===== src/core/asp_pkg.sv =====
package asp_pkg;

    ////////////////////////////////////////////////////////////////////////////
    // Clock periods.
    localparam int unsigned SYS_PERIOD_NS  = 5;
    localparam int unsigned LINK_PERIOD_NS = 160;

    ////////////////////////////////////////////////////////////////////////////
    // Times as printed, in their own units.
    localparam real T_CONV_FAST_MS   = 12.5;
    localparam real T_CONV_SLOW_MS   = 100.0;
    localparam real T_STBY_ACT_US    = 20.0;
    localparam real T_EXIT_FAST_MS   = 52.51;
    localparam real T_EXIT_SLOW_MS   = 401.8;
    localparam real T_WAKE_US        = 8.0;
    localparam real T_POWER_DOWN_N_US        = 30.0;
    localparam real T_PWRUP_US       = 10.0;
    localparam real T_DSS_FAST_MS    = 12.44;
    localparam real T_DSS_SLOW_MS    = 99.94;
    localparam real T_SCLK_HALF_US   = 1.0;

    ////////////////////////////////////////////////////////////////////////////
    // Device side counts, on the link clock.
    localparam int unsigned CONV_FAST_CYC =
        int'($ceil(T_CONV_FAST_MS * 1.0e6 / LINK_PERIOD_NS));
    localparam int unsigned CONV_SLOW_CYC =
        int'($ceil(T_CONV_SLOW_MS * 1.0e6 / LINK_PERIOD_NS));
    localparam int unsigned STBY_ACT_CYC  =
        int'($ceil(T_STBY_ACT_US * 1.0e3 / LINK_PERIOD_NS));
    localparam int unsigned EXIT_FAST_CYC =
        int'($ceil(T_EXIT_FAST_MS * 1.0e6 / LINK_PERIOD_NS));
    localparam int unsigned EXIT_SLOW_CYC =
        int'($ceil(T_EXIT_SLOW_MS * 1.0e6 / LINK_PERIOD_NS));
    localparam int unsigned WAKE_CYC      =
        int'($ceil(T_WAKE_US * 1.0e3 / LINK_PERIOD_NS));

    ////////////////////////////////////////////////////////////////////////////
    // Host side counts, on the system clock.
    localparam int unsigned POWER_DOWN_N_CYC      =
        int'($ceil(T_POWER_DOWN_N_US * 1.0e3 / SYS_PERIOD_NS));
    localparam int unsigned PWRUP_CYC     =
        int'($ceil(T_PWRUP_US * 1.0e3 / SYS_PERIOD_NS));
    localparam int unsigned STBY_HOLD_CYC =
        int'($ceil(T_STBY_ACT_US * 1.0e3 / SYS_PERIOD_NS));
    localparam int unsigned DSS_FAST_CYC  =
        int'($floor(T_DSS_FAST_MS * 1.0e6 / SYS_PERIOD_NS));
    localparam int unsigned DSS_SLOW_CYC  =
        int'($floor(T_DSS_SLOW_MS * 1.0e6 / SYS_PERIOD_NS));
    localparam int unsigned SCLK_HALF_CYC =
        int'($ceil(T_SCLK_HALF_US * 1.0e3 / SYS_PERIOD_NS));

    ////////////////////////////////////////////////////////////////////////////
    // Widths and framing.
    localparam int DATA_W     = 18;
    localparam int SCLK_TOTAL = 24;
    localparam int BIT_W      = 5;
    localparam int CNT_W      = 25;
    localparam int FIFO_DEPTH = 32;

    typedef enum logic [2:0] {
        DEV_OFF,
        DEV_WAKE,
        DEV_RUN,
        DEV_STBY,
        DEV_EXIT
    } asp_dev_state_t;

    typedef enum logic [2:0] {
        HST_PD,
        HST_IDLE,
        HST_HI,
        HST_LO,
        HST_STBY
    } asp_hst_state_t;

endpackage


===== src/core/asp_link_if.sv =====
interface asp_link_if (
    input wire logic clk_link
);
    logic sclk;
    logic power_down_n;
    logic ready_data_out;

    modport dev (
        input  clk_link,
        input  sclk,
        input  power_down_n,
        output ready_data_out
    );

    modport host (
        output sclk,
        output power_down_n,
        input  ready_data_out
    );
endinterface


===== src/core/asp_host_end.sv =====
module asp_fifo #(
    parameter int W     = 18,
    parameter int DEPTH = 32
) (
    input  wire logic         clk_sys,
    input  wire logic         resetn,
    input  wire logic         in_valid,
    output logic              in_ready,
    input  wire logic [W-1:0] in_data,
    output logic              out_valid,
    input  wire logic         out_ready,
    output logic [W-1:0]      out_data
);
    localparam int AW = $clog2(DEPTH);

    logic [W-1:0]  mem [DEPTH];
    logic [AW-1:0] wr_ptr_r;
    logic [AW-1:0] rd_ptr_r;
    logic [AW:0]   cnt_r;
    logic [AW:0]   cnt_nxt;
    logic          wr;
    logic          rd;
    logic [AW-1:0] head_nxt;

    assign wr       = in_valid & in_ready;
    assign rd       = out_valid & out_ready;
    assign cnt_nxt  = cnt_r + (AW+1)'(wr) - (AW+1)'(rd);
    assign head_nxt = rd_ptr_r + AW'(rd);

    always_ff @(posedge clk_sys) begin
        if (wr) begin
            mem[wr_ptr_r] <= in_data;
        end
    end

    always_ff @(posedge clk_sys or negedge resetn) begin
        if (!resetn) begin
            wr_ptr_r  <= '0;
            rd_ptr_r  <= '0;
            cnt_r     <= '0;
            in_ready  <= 1'b1;
            out_valid <= 1'b0;
            out_data  <= '0;
        end else begin
            wr_ptr_r  <= wr_ptr_r + AW'(wr);
            rd_ptr_r  <= rd_ptr_r + AW'(rd);
            cnt_r     <= cnt_nxt;
            in_ready  <= (cnt_nxt != (AW+1)'(DEPTH));
            out_valid <= (cnt_nxt != '0);
            // The head is registered, so a word landing in an empty queue bypasses the memory.
            out_data  <= (wr && wr_ptr_r == head_nxt) ? in_data : mem[head_nxt];
        end
    end
endmodule

////////////////////////////////////////////////////////////////////////////////
module asp_host_end #(
    parameter int unsigned POWER_DOWN_N_CYC     = asp_pkg::POWER_DOWN_N_CYC,
    parameter int unsigned DSS_FAST_CYC = asp_pkg::DSS_FAST_CYC,
    parameter int unsigned DSS_SLOW_CYC = asp_pkg::DSS_SLOW_CYC
) (
    asp_link_if.host                         link,
    input  wire logic                        clk_sys,
    input  wire logic                        resetn,
    input  wire logic                        pd_req,
    input  wire logic                        stby_req,
    input  wire logic                        rate_fast,
    output logic [asp_pkg::DATA_W-1:0]       out_data,
    output logic                             out_valid,
    input  wire logic                        out_ready,
    output logic                             stby_active,
    output logic                             pd_active
);
    localparam int CW = asp_pkg::CNT_W;
    localparam int DW = asp_pkg::DATA_W;
    localparam int BW = asp_pkg::BIT_W;

    logic                    rdy_m_r;
    logic                    rdy_s_r;
    asp_pkg::asp_hst_state_t state_r;
    asp_pkg::asp_hst_state_t state_nxt;
    logic [CW-1:0]           tcnt_r;
    logic [CW-1:0]           since_r;
    logic [BW-1:0]           bit_r;
    logic [DW-1:0]           cap_r;
    logic                    push_r;
    logic                    sclk_r;
    logic                    pdn_r;
    logic                    fifo_in_ready;
    logic                    half_done;
    logic                    pd_done;
    logic                    dss_ok;
    logic                    stby_held;
    logic                    last_bit;

    always_ff @(posedge clk_sys or negedge resetn) begin
        if (!resetn) begin
            rdy_m_r <= 1'b1;
            rdy_s_r <= 1'b1;
        end else begin
            rdy_m_r <= link.ready_data_out;
            rdy_s_r <= rdy_m_r;
        end
    end

    assign half_done = (tcnt_r == CW'(asp_pkg::SCLK_HALF_CYC - 1));
    // The low time covers both the supply settling and the pulse width.
    assign pd_done   = (tcnt_r >= CW'(POWER_DOWN_N_CYC - 1))
                       && (tcnt_r >= CW'(asp_pkg::PWRUP_CYC - 1));
    assign dss_ok    = since_r < (rate_fast ? CW'(DSS_FAST_CYC)
                                            : CW'(DSS_SLOW_CYC));
    assign stby_held = (tcnt_r >= CW'(asp_pkg::STBY_HOLD_CYC - 1));
    assign last_bit  = (bit_r == BW'(asp_pkg::SCLK_TOTAL - 1));

    ////////////////////////////////////////////////////////////////////////////
    always_comb begin
        state_nxt = state_r;
        if (pd_req && state_r != asp_pkg::HST_PD) begin
            state_nxt = asp_pkg::HST_PD;
        end else begin
            unique case (state_r)
                asp_pkg::HST_PD: begin
                    if (pd_done && !pd_req) begin
                        state_nxt = asp_pkg::HST_IDLE;
                    end
                end
                asp_pkg::HST_IDLE: begin
                    if (!rdy_s_r && stby_req && dss_ok) begin
                        state_nxt = asp_pkg::HST_STBY;
                    end else if (!rdy_s_r && fifo_in_ready) begin
                        state_nxt = asp_pkg::HST_HI;
                    end
                end
                asp_pkg::HST_HI: begin
                    if (half_done) begin
                        state_nxt = asp_pkg::HST_LO;
                    end
                end
                asp_pkg::HST_LO: begin
                    if (half_done) begin
                        state_nxt = last_bit ? asp_pkg::HST_IDLE : asp_pkg::HST_HI;
                    end
                end
                asp_pkg::HST_STBY: begin
                    if (stby_held && !stby_req) begin
                        state_nxt = asp_pkg::HST_IDLE;
                    end
                end
                default: begin
                    state_nxt = asp_pkg::HST_PD;
                end
            endcase
        end
    end

    always_ff @(posedge clk_sys or negedge resetn) begin
        if (!resetn) begin
            state_r <= asp_pkg::HST_PD;
        end else begin
            state_r <= state_nxt;
        end
    end

    always_ff @(posedge clk_sys or negedge resetn) begin
        if (!resetn) begin
            tcnt_r <= '0;
        end else if (state_nxt != state_r) begin
            tcnt_r <= '0;
        end else if (tcnt_r != '1) begin
            tcnt_r <= tcnt_r + CW'(1);
        end
    end

    // Time since the ready fall, used to police the standby window.
    always_ff @(posedge clk_sys or negedge resetn) begin
        if (!resetn) begin
            since_r <= '0;
        end else if (rdy_s_r) begin
            since_r <= '0;
        end else if (since_r != '1) begin
            since_r <= since_r + CW'(1);
        end
    end

    ////////////////////////////////////////////////////////////////////////////
    // Readback: sample at the end of each of the first 18 low phases, MSB first, and keep
    // clocking to the full count so the line is left high for polling.
    always_ff @(posedge clk_sys or negedge resetn) begin
        if (!resetn) begin
            bit_r  <= '0;
            cap_r  <= '0;
            push_r <= 1'b0;
        end else begin
            push_r <= (state_r == asp_pkg::HST_LO) && half_done && last_bit;
            if (state_r == asp_pkg::HST_IDLE) begin
                bit_r <= '0;
            end else if (state_r == asp_pkg::HST_LO && half_done) begin
                bit_r <= bit_r + BW'(1);
                if (bit_r < BW'(DW)) begin
                    cap_r <= {cap_r[DW-2:0], rdy_s_r};
                end
            end
        end
    end

    always_ff @(posedge clk_sys or negedge resetn) begin
        if (!resetn) begin
            sclk_r      <= 1'b0;
            pdn_r       <= 1'b0;
            stby_active <= 1'b0;
            pd_active   <= 1'b1;
        end else begin
            sclk_r      <= (state_nxt == asp_pkg::HST_HI)
                           || (state_nxt == asp_pkg::HST_STBY);
            pdn_r       <= (state_nxt != asp_pkg::HST_PD);
            stby_active <= (state_nxt == asp_pkg::HST_STBY);
            pd_active   <= (state_nxt == asp_pkg::HST_PD);
        end
    end

    assign link.sclk         = sclk_r;
    assign link.power_down_n = pdn_r;

    // A full queue holds off the next readback, so results are never dropped
    // here; the device simply overwrites an unread one.
    asp_fifo #(
        .W     (DW),
        .DEPTH (asp_pkg::FIFO_DEPTH)
    ) u_fifo (
        .clk_sys   (clk_sys),
        .resetn    (resetn),
        .in_valid  (push_r),
        .in_ready  (fifo_in_ready),
        .in_data   (cap_r),
        .out_valid (out_valid),
        .out_ready (out_ready),
        .out_data  (out_data)
    );

endmodule


===== src/flat_wrapper.sv =====
// flat-port wrapper written by rule: the top's interface ports become plain ports
module asp_host_end_flat 
#(
    parameter int unsigned POWER_DOWN_N_CYC     = asp_pkg::POWER_DOWN_N_CYC,
    parameter int unsigned DSS_FAST_CYC = asp_pkg::DSS_FAST_CYC,
    parameter int unsigned DSS_SLOW_CYC = asp_pkg::DSS_SLOW_CYC
)
  (clk_sys, resetn, pd_req, stby_req, rate_fast, out_data, out_valid, out_ready, stby_active, pd_active, clk_link, link_sclk, link_power_down_n, link_ready_data_out);
  asp_link_if link_i (.clk_link(clk_link));
  input  wire logic clk_sys;
  input  wire logic resetn;
  input  wire logic pd_req;
  input  wire logic stby_req;
  input  wire logic rate_fast;
  output logic [asp_pkg::DATA_W-1:0] out_data;
  output logic out_valid;
  input  wire logic out_ready;
  output logic stby_active;
  output logic pd_active;
  input wire logic clk_link;
  output wire logic [$bits(link_i.sclk)-1:0] link_sclk;
  output wire logic [$bits(link_i.power_down_n)-1:0] link_power_down_n;
  input wire logic [$bits(link_i.ready_data_out)-1:0] link_ready_data_out;
  assign link_sclk = link_i.sclk;
  assign link_power_down_n = link_i.power_down_n;
  assign link_i.ready_data_out = link_ready_data_out;
  asp_host_end #(.POWER_DOWN_N_CYC(POWER_DOWN_N_CYC), .DSS_FAST_CYC(DSS_FAST_CYC), .DSS_SLOW_CYC(DSS_SLOW_CYC)) u_core (.link(link_i), .clk_sys(clk_sys), .resetn(resetn), .pd_req(pd_req), .stby_req(stby_req), .rate_fast(rate_fast), .out_data(out_data), .out_valid(out_valid), .out_ready(out_ready), .stby_active(stby_active), .pd_active(pd_active));
endmodule

===== config.mk =====
export PLATFORM = sky130hd
export DESIGN_NAME = asp_host_end_flat
export DESIGN_NICKNAME = d
export VERILOG_FILES = /design/src/core/asp_pkg.sv /design/src/core/asp_link_if.sv /design/src/core/asp_host_end.sv /design/src/flat_wrapper.sv
export SDC_FILE = /design/constraint.sdc
export NUM_CORES = 1
export LEC_CHECK = 0
export BUFFER_PORTS_ARGS = -buffer_cell sky130_fd_sc_hd__buf_4
export CAP_MARGIN = 10
export CORE_ASPECT_RATIO = 2
export CORE_UTILIZATION = 60
export DETAILED_ROUTE_END_ITERATION = 7
export PLACE_DENSITY = 0.76
export SYNTH_ARGS = -nofsm -noshare
export SYNTH_HDL_FRONTEND = slang
export SYNTH_SLANG_ARGS = --single-unit

===== constraint.sdc =====
create_clock -name clk_sys -period 7.6 [get_ports clk_sys]
set_clock_uncertainty 0.1 [all_clocks]
set_input_delay 0.76 -clock clk_sys [delete_from_list [all_inputs] [get_ports clk_sys]]
set_output_delay 0.76 -clock clk_sys [all_outputs]
set_load 0.02 [all_outputs]

==> results.yml <==
status:
  outcome: "complete, no violations"
sta:
  timing.setup.tns_ns: 0
  fin_hold_ws_ns: 0.0814
  worst_slack_ns: 3.66
  max_freq_ghz: 0.254
  final-hold-violation-count: 0
  rsz0062_at_grt: "no"
  slew_violations: 0
  finalCritPeriodShare_pct: 51.8
  fin_crit_ns: 3.94
  maxSlewHeadroom_pct: 12.7
  setup_viol: 0
  tightest_slew_ns: 1.31
critical_path:
  reg2reg_from: "u_core.u_fifo.out_valid$_DFF_PN0_"
  required_ns: 8.01
  cp.arrival_ns: 4.35
  critPathSlowestCell: "buf_4"
  cp_slowest_stage_delay_ns: 0.69
  cp-end-kind: "register"
  path_max_fanout: 61
  worst-setup-path-type: "register to register"
  path_cells: "and2_1, ha_4, ha_4, xnor2_2, buf_4, clkinv_2, buf_4, nand2_1, and3_1, a311oi_1, a31oi_1, a21oi_1"
  start_kind: "register"
  r2r_cells: 12
  r2r_setup_slack_ns: 3.66
  r2r_end: "u_core.u_fifo.out_data[5]$_DFF_PN0_"
placed_design:
  buffer_ports.inserted: 29
  place_ws_ns: 3.36
  place_inst: 2260
  hpwlAfterDp_microns: 38200
  post_dp_cell_area_sq_um: 29300
  gp_congestion: 0.882
synth:
  syn_nets: 1673
  synth-warning-count: 0
  netlist_top_cells_area: "edfxtp_1, mux4_2, dfrtp_1, nand2_1, nor2_1"
  yosys.area.top_type: "edfxtp_1"
  synth-main-ff-cell: "edfxtp_1"
  synthTopCellsByCount: "edfxtp_1, nand2_1, mux4_2, dfrtp_1, nor2_1"
  async_reset_ff_share_pct: 17.1
  syn_area_per_cell_sq_um: 17.2
  syn_inst: 1644
  ys_types: 71
  ys_ff_latch: 695
  synth_area_sq_um: 28300
  synth_edf_count: 576
  seq_area_frac_synth_pct: 71.7
  synth_top_area_share_pct: 61.2
  yosysMostFrequentCell: "edfxtp_1"
global_routing:
  antenna_found_initial: 0
  grt_start_max_net_pins: 74
  grt_pass1_wl_microns: 96800
  grtUsageTotal_pct: 28.2
  grt_pass1_vias: 15700
  grt-ovfl-total: 0
power_and_ir_drop:
  powerDensity_nw_per_um2: 324
  leakage_nw: 10.1
  p_total_mw: 10.1
  peakVddDrop_v: 0.000407
final_layout:
  final_util_pct: 67.2
  n_antenna_cell: 0
  nFillCells: 3075
  area_growth_pct: 10.6
  nets: 1724
  instances_no_fill: 2368
  layout-drive-gt1-share_pct: 22.7
  final_cell_area_sq_um: 31300
routing:
  viasPerCell: 6.40
  dr_wl_met3_microns: 4020
  num_vias: 15200
  top_layer_used: "met4"
  drt-total-wl_microns: 65100
  dr.pass1.iters: 5
  drc: 0
  dr_wl_met2_microns: 35600
  wl_met1_microns: 21200
  drt_iter0_markers: 1354
  ant_nets: 0
  wl_per_cell_microns: 27.5
die:
  die_x_microns: 156
  io_pins: 31
  dieArea_sq_um: 48100
  fp.coreArea_sq_um: 46500
  start_util_pct: 60.8
  rows: 112
  die_h_microns: 309
clock_tree:
  cts_tree: "built"
  cts_resized: 0
  cts_buffers: 56
  htree_levels: 2
  post_cts_buffers: 0
  cts.sinks: 695
  cts.path.max_buffers: 3
  clk_pin_slew_ns: 0.07
  hold_buffers: 0
  clk_latency_ns: 0.60
  cts_root_buffer: "clkbuf_16"
hold_path:
  hold_class: "input port to asynchronous set/reset pin"
job:
  cap_violations: 0
## flip-flops by register name, indices dropped and copies added (netlist names)
register,count
u_core.bit_r,5
u_core.cap_r,18
u_core.link.power_down_n,1
u_core.link.sclk,1
u_core.pd_active,1
u_core.push_r,1
u_core.rdy_m_r,1
u_core.rdy_s_r,1
u_core.since_r,25
u_core.state_r,3
u_core.stby_active,1
u_core.tcnt_r,25
u_core.u_fifo.cnt_r,6
u_core.u_fifo.in_ready,1
u_core.u_fifo.mem,576
u_core.u_fifo.out_data,18
u_core.u_fifo.out_valid,1
u_core.u_fifo.rd_ptr_r,5
u_core.u_fifo.wr_ptr_r,5
## placed cells by master, fill, tap and decap left out, types with 3 or more instances in the layout
cell type   instances
edfxtp_1          576
nand2_1           182
mux4_2            144
dfrtp_1           115
nor2_1             86
buf_4              77
nand3_1            64
clkbuf_16          59
xor2_1             32
and3_1             30
xnor2_1            29
a21oi_1            26
inv_1              23
nand4_1            20
a211oi_2           20
nor3_1             19
a31oi_1            19
a311oi_1           18
mux2_2             18
ha_1               18
clkinv_2           11
nor2_2             11
clkbuf_1            9
o21ai_0             8
clkinvlp_4          8
and2_1              6
nor4_1              6
a211oi_1            6
or3_1               6
clkinv_4            6
and4_1              4
a21o_1              4
clkbuf_8            4
dfstp_2             4
nand2b_1            3
nor2b_1             3
nand3b_1            3
inv_6               3
buf_16              3
## critical path: cells and delay by family (launching register included)
kind	cells	cell delay (ns)
AND/OR/NAND/NOR	3	0.67
XOR/XNOR	1	0.12
adder cells (fa/ha/maj)	2	0.37
AO/OA/AOI/OAI	3	0.83
buffers and inverters	3	1.27
flip-flops	1	0.43
## how the worst max path moves through the flow
stage | from | endpoint | slack [ns] | cells after the start
floorplan | out_ready | u_core.u_fifo.out_data[7]$_DFF_PN0_ | 4.42 | 11
global placement | out_ready | u_core.u_fifo.out_data[14]$_DFF_PN0_ | 3.36 | 11
detailed placement | out_ready | u_core.u_fifo.out_data[9]$_DFF_PN0_ | 3.36 | 13
CTS | u_core.u_fifo.out_valid$_DFF_PN0_ | u_core.u_fifo.out_data[9]$_DFF_PN0_ | 3.71 | 12
global route | u_core.u_fifo.out_valid$_DFF_PN0_ | u_core.u_fifo.out_data[14]$_DFF_PN0_ | 3.50 | 10
finish | u_core.u_fifo.out_valid$_DFF_PN0_ | u_core.u_fifo.out_data[5]$_DFF_PN0_ | 3.66 | 12
## cell families after synthesis
group | after synthesis | share of synthesized area [%]
AO/OA/AOI/OAI | 122 | 3.46
flip-flops | 695 | 71.7
AND/OR/NAND/NOR | 464 | 7.80
buffers and inverters | 114 | 1.84
multiplexers | 164 | 12.3
adder cells (fa/ha/maj) | 21 | 0.956
XOR/XNOR | 64 | 1.98
## where the power goes
| part | internal, mW | switching, mW | leakage [nW] | total [mW] |
|---|---|---|---|---|
| registers | 4.19 | 0.0944 | 6.13 | 4.29 |
| logic | 1.01 | 1.96 | 3.07 | 2.97 |
| clock network | 1.54 | 1.33 | 0.882 | 2.88 |
## per-layer routing
layer | track usage (%) | up-vias
met1 | 31.7 | 7839
met5 | 0 | -
li1 | - | 6504
met4 | 17.8 | 0
met3 | 3.45 | 153
met2 | 50.5 | 657
## cell type report
type	instances	area [sq um]	area share (%)
flip-flops and latches	695	20300	64.8
multi-input cells	835	7570	24.2
clock buffers	72	1570	5.01
well taps	627	785	2.51
repair buffers	83	716	2.29
clock inverters	32	268	0.856
inverters	24	91.3	0.292
Power figures use the tool's default switching activity.
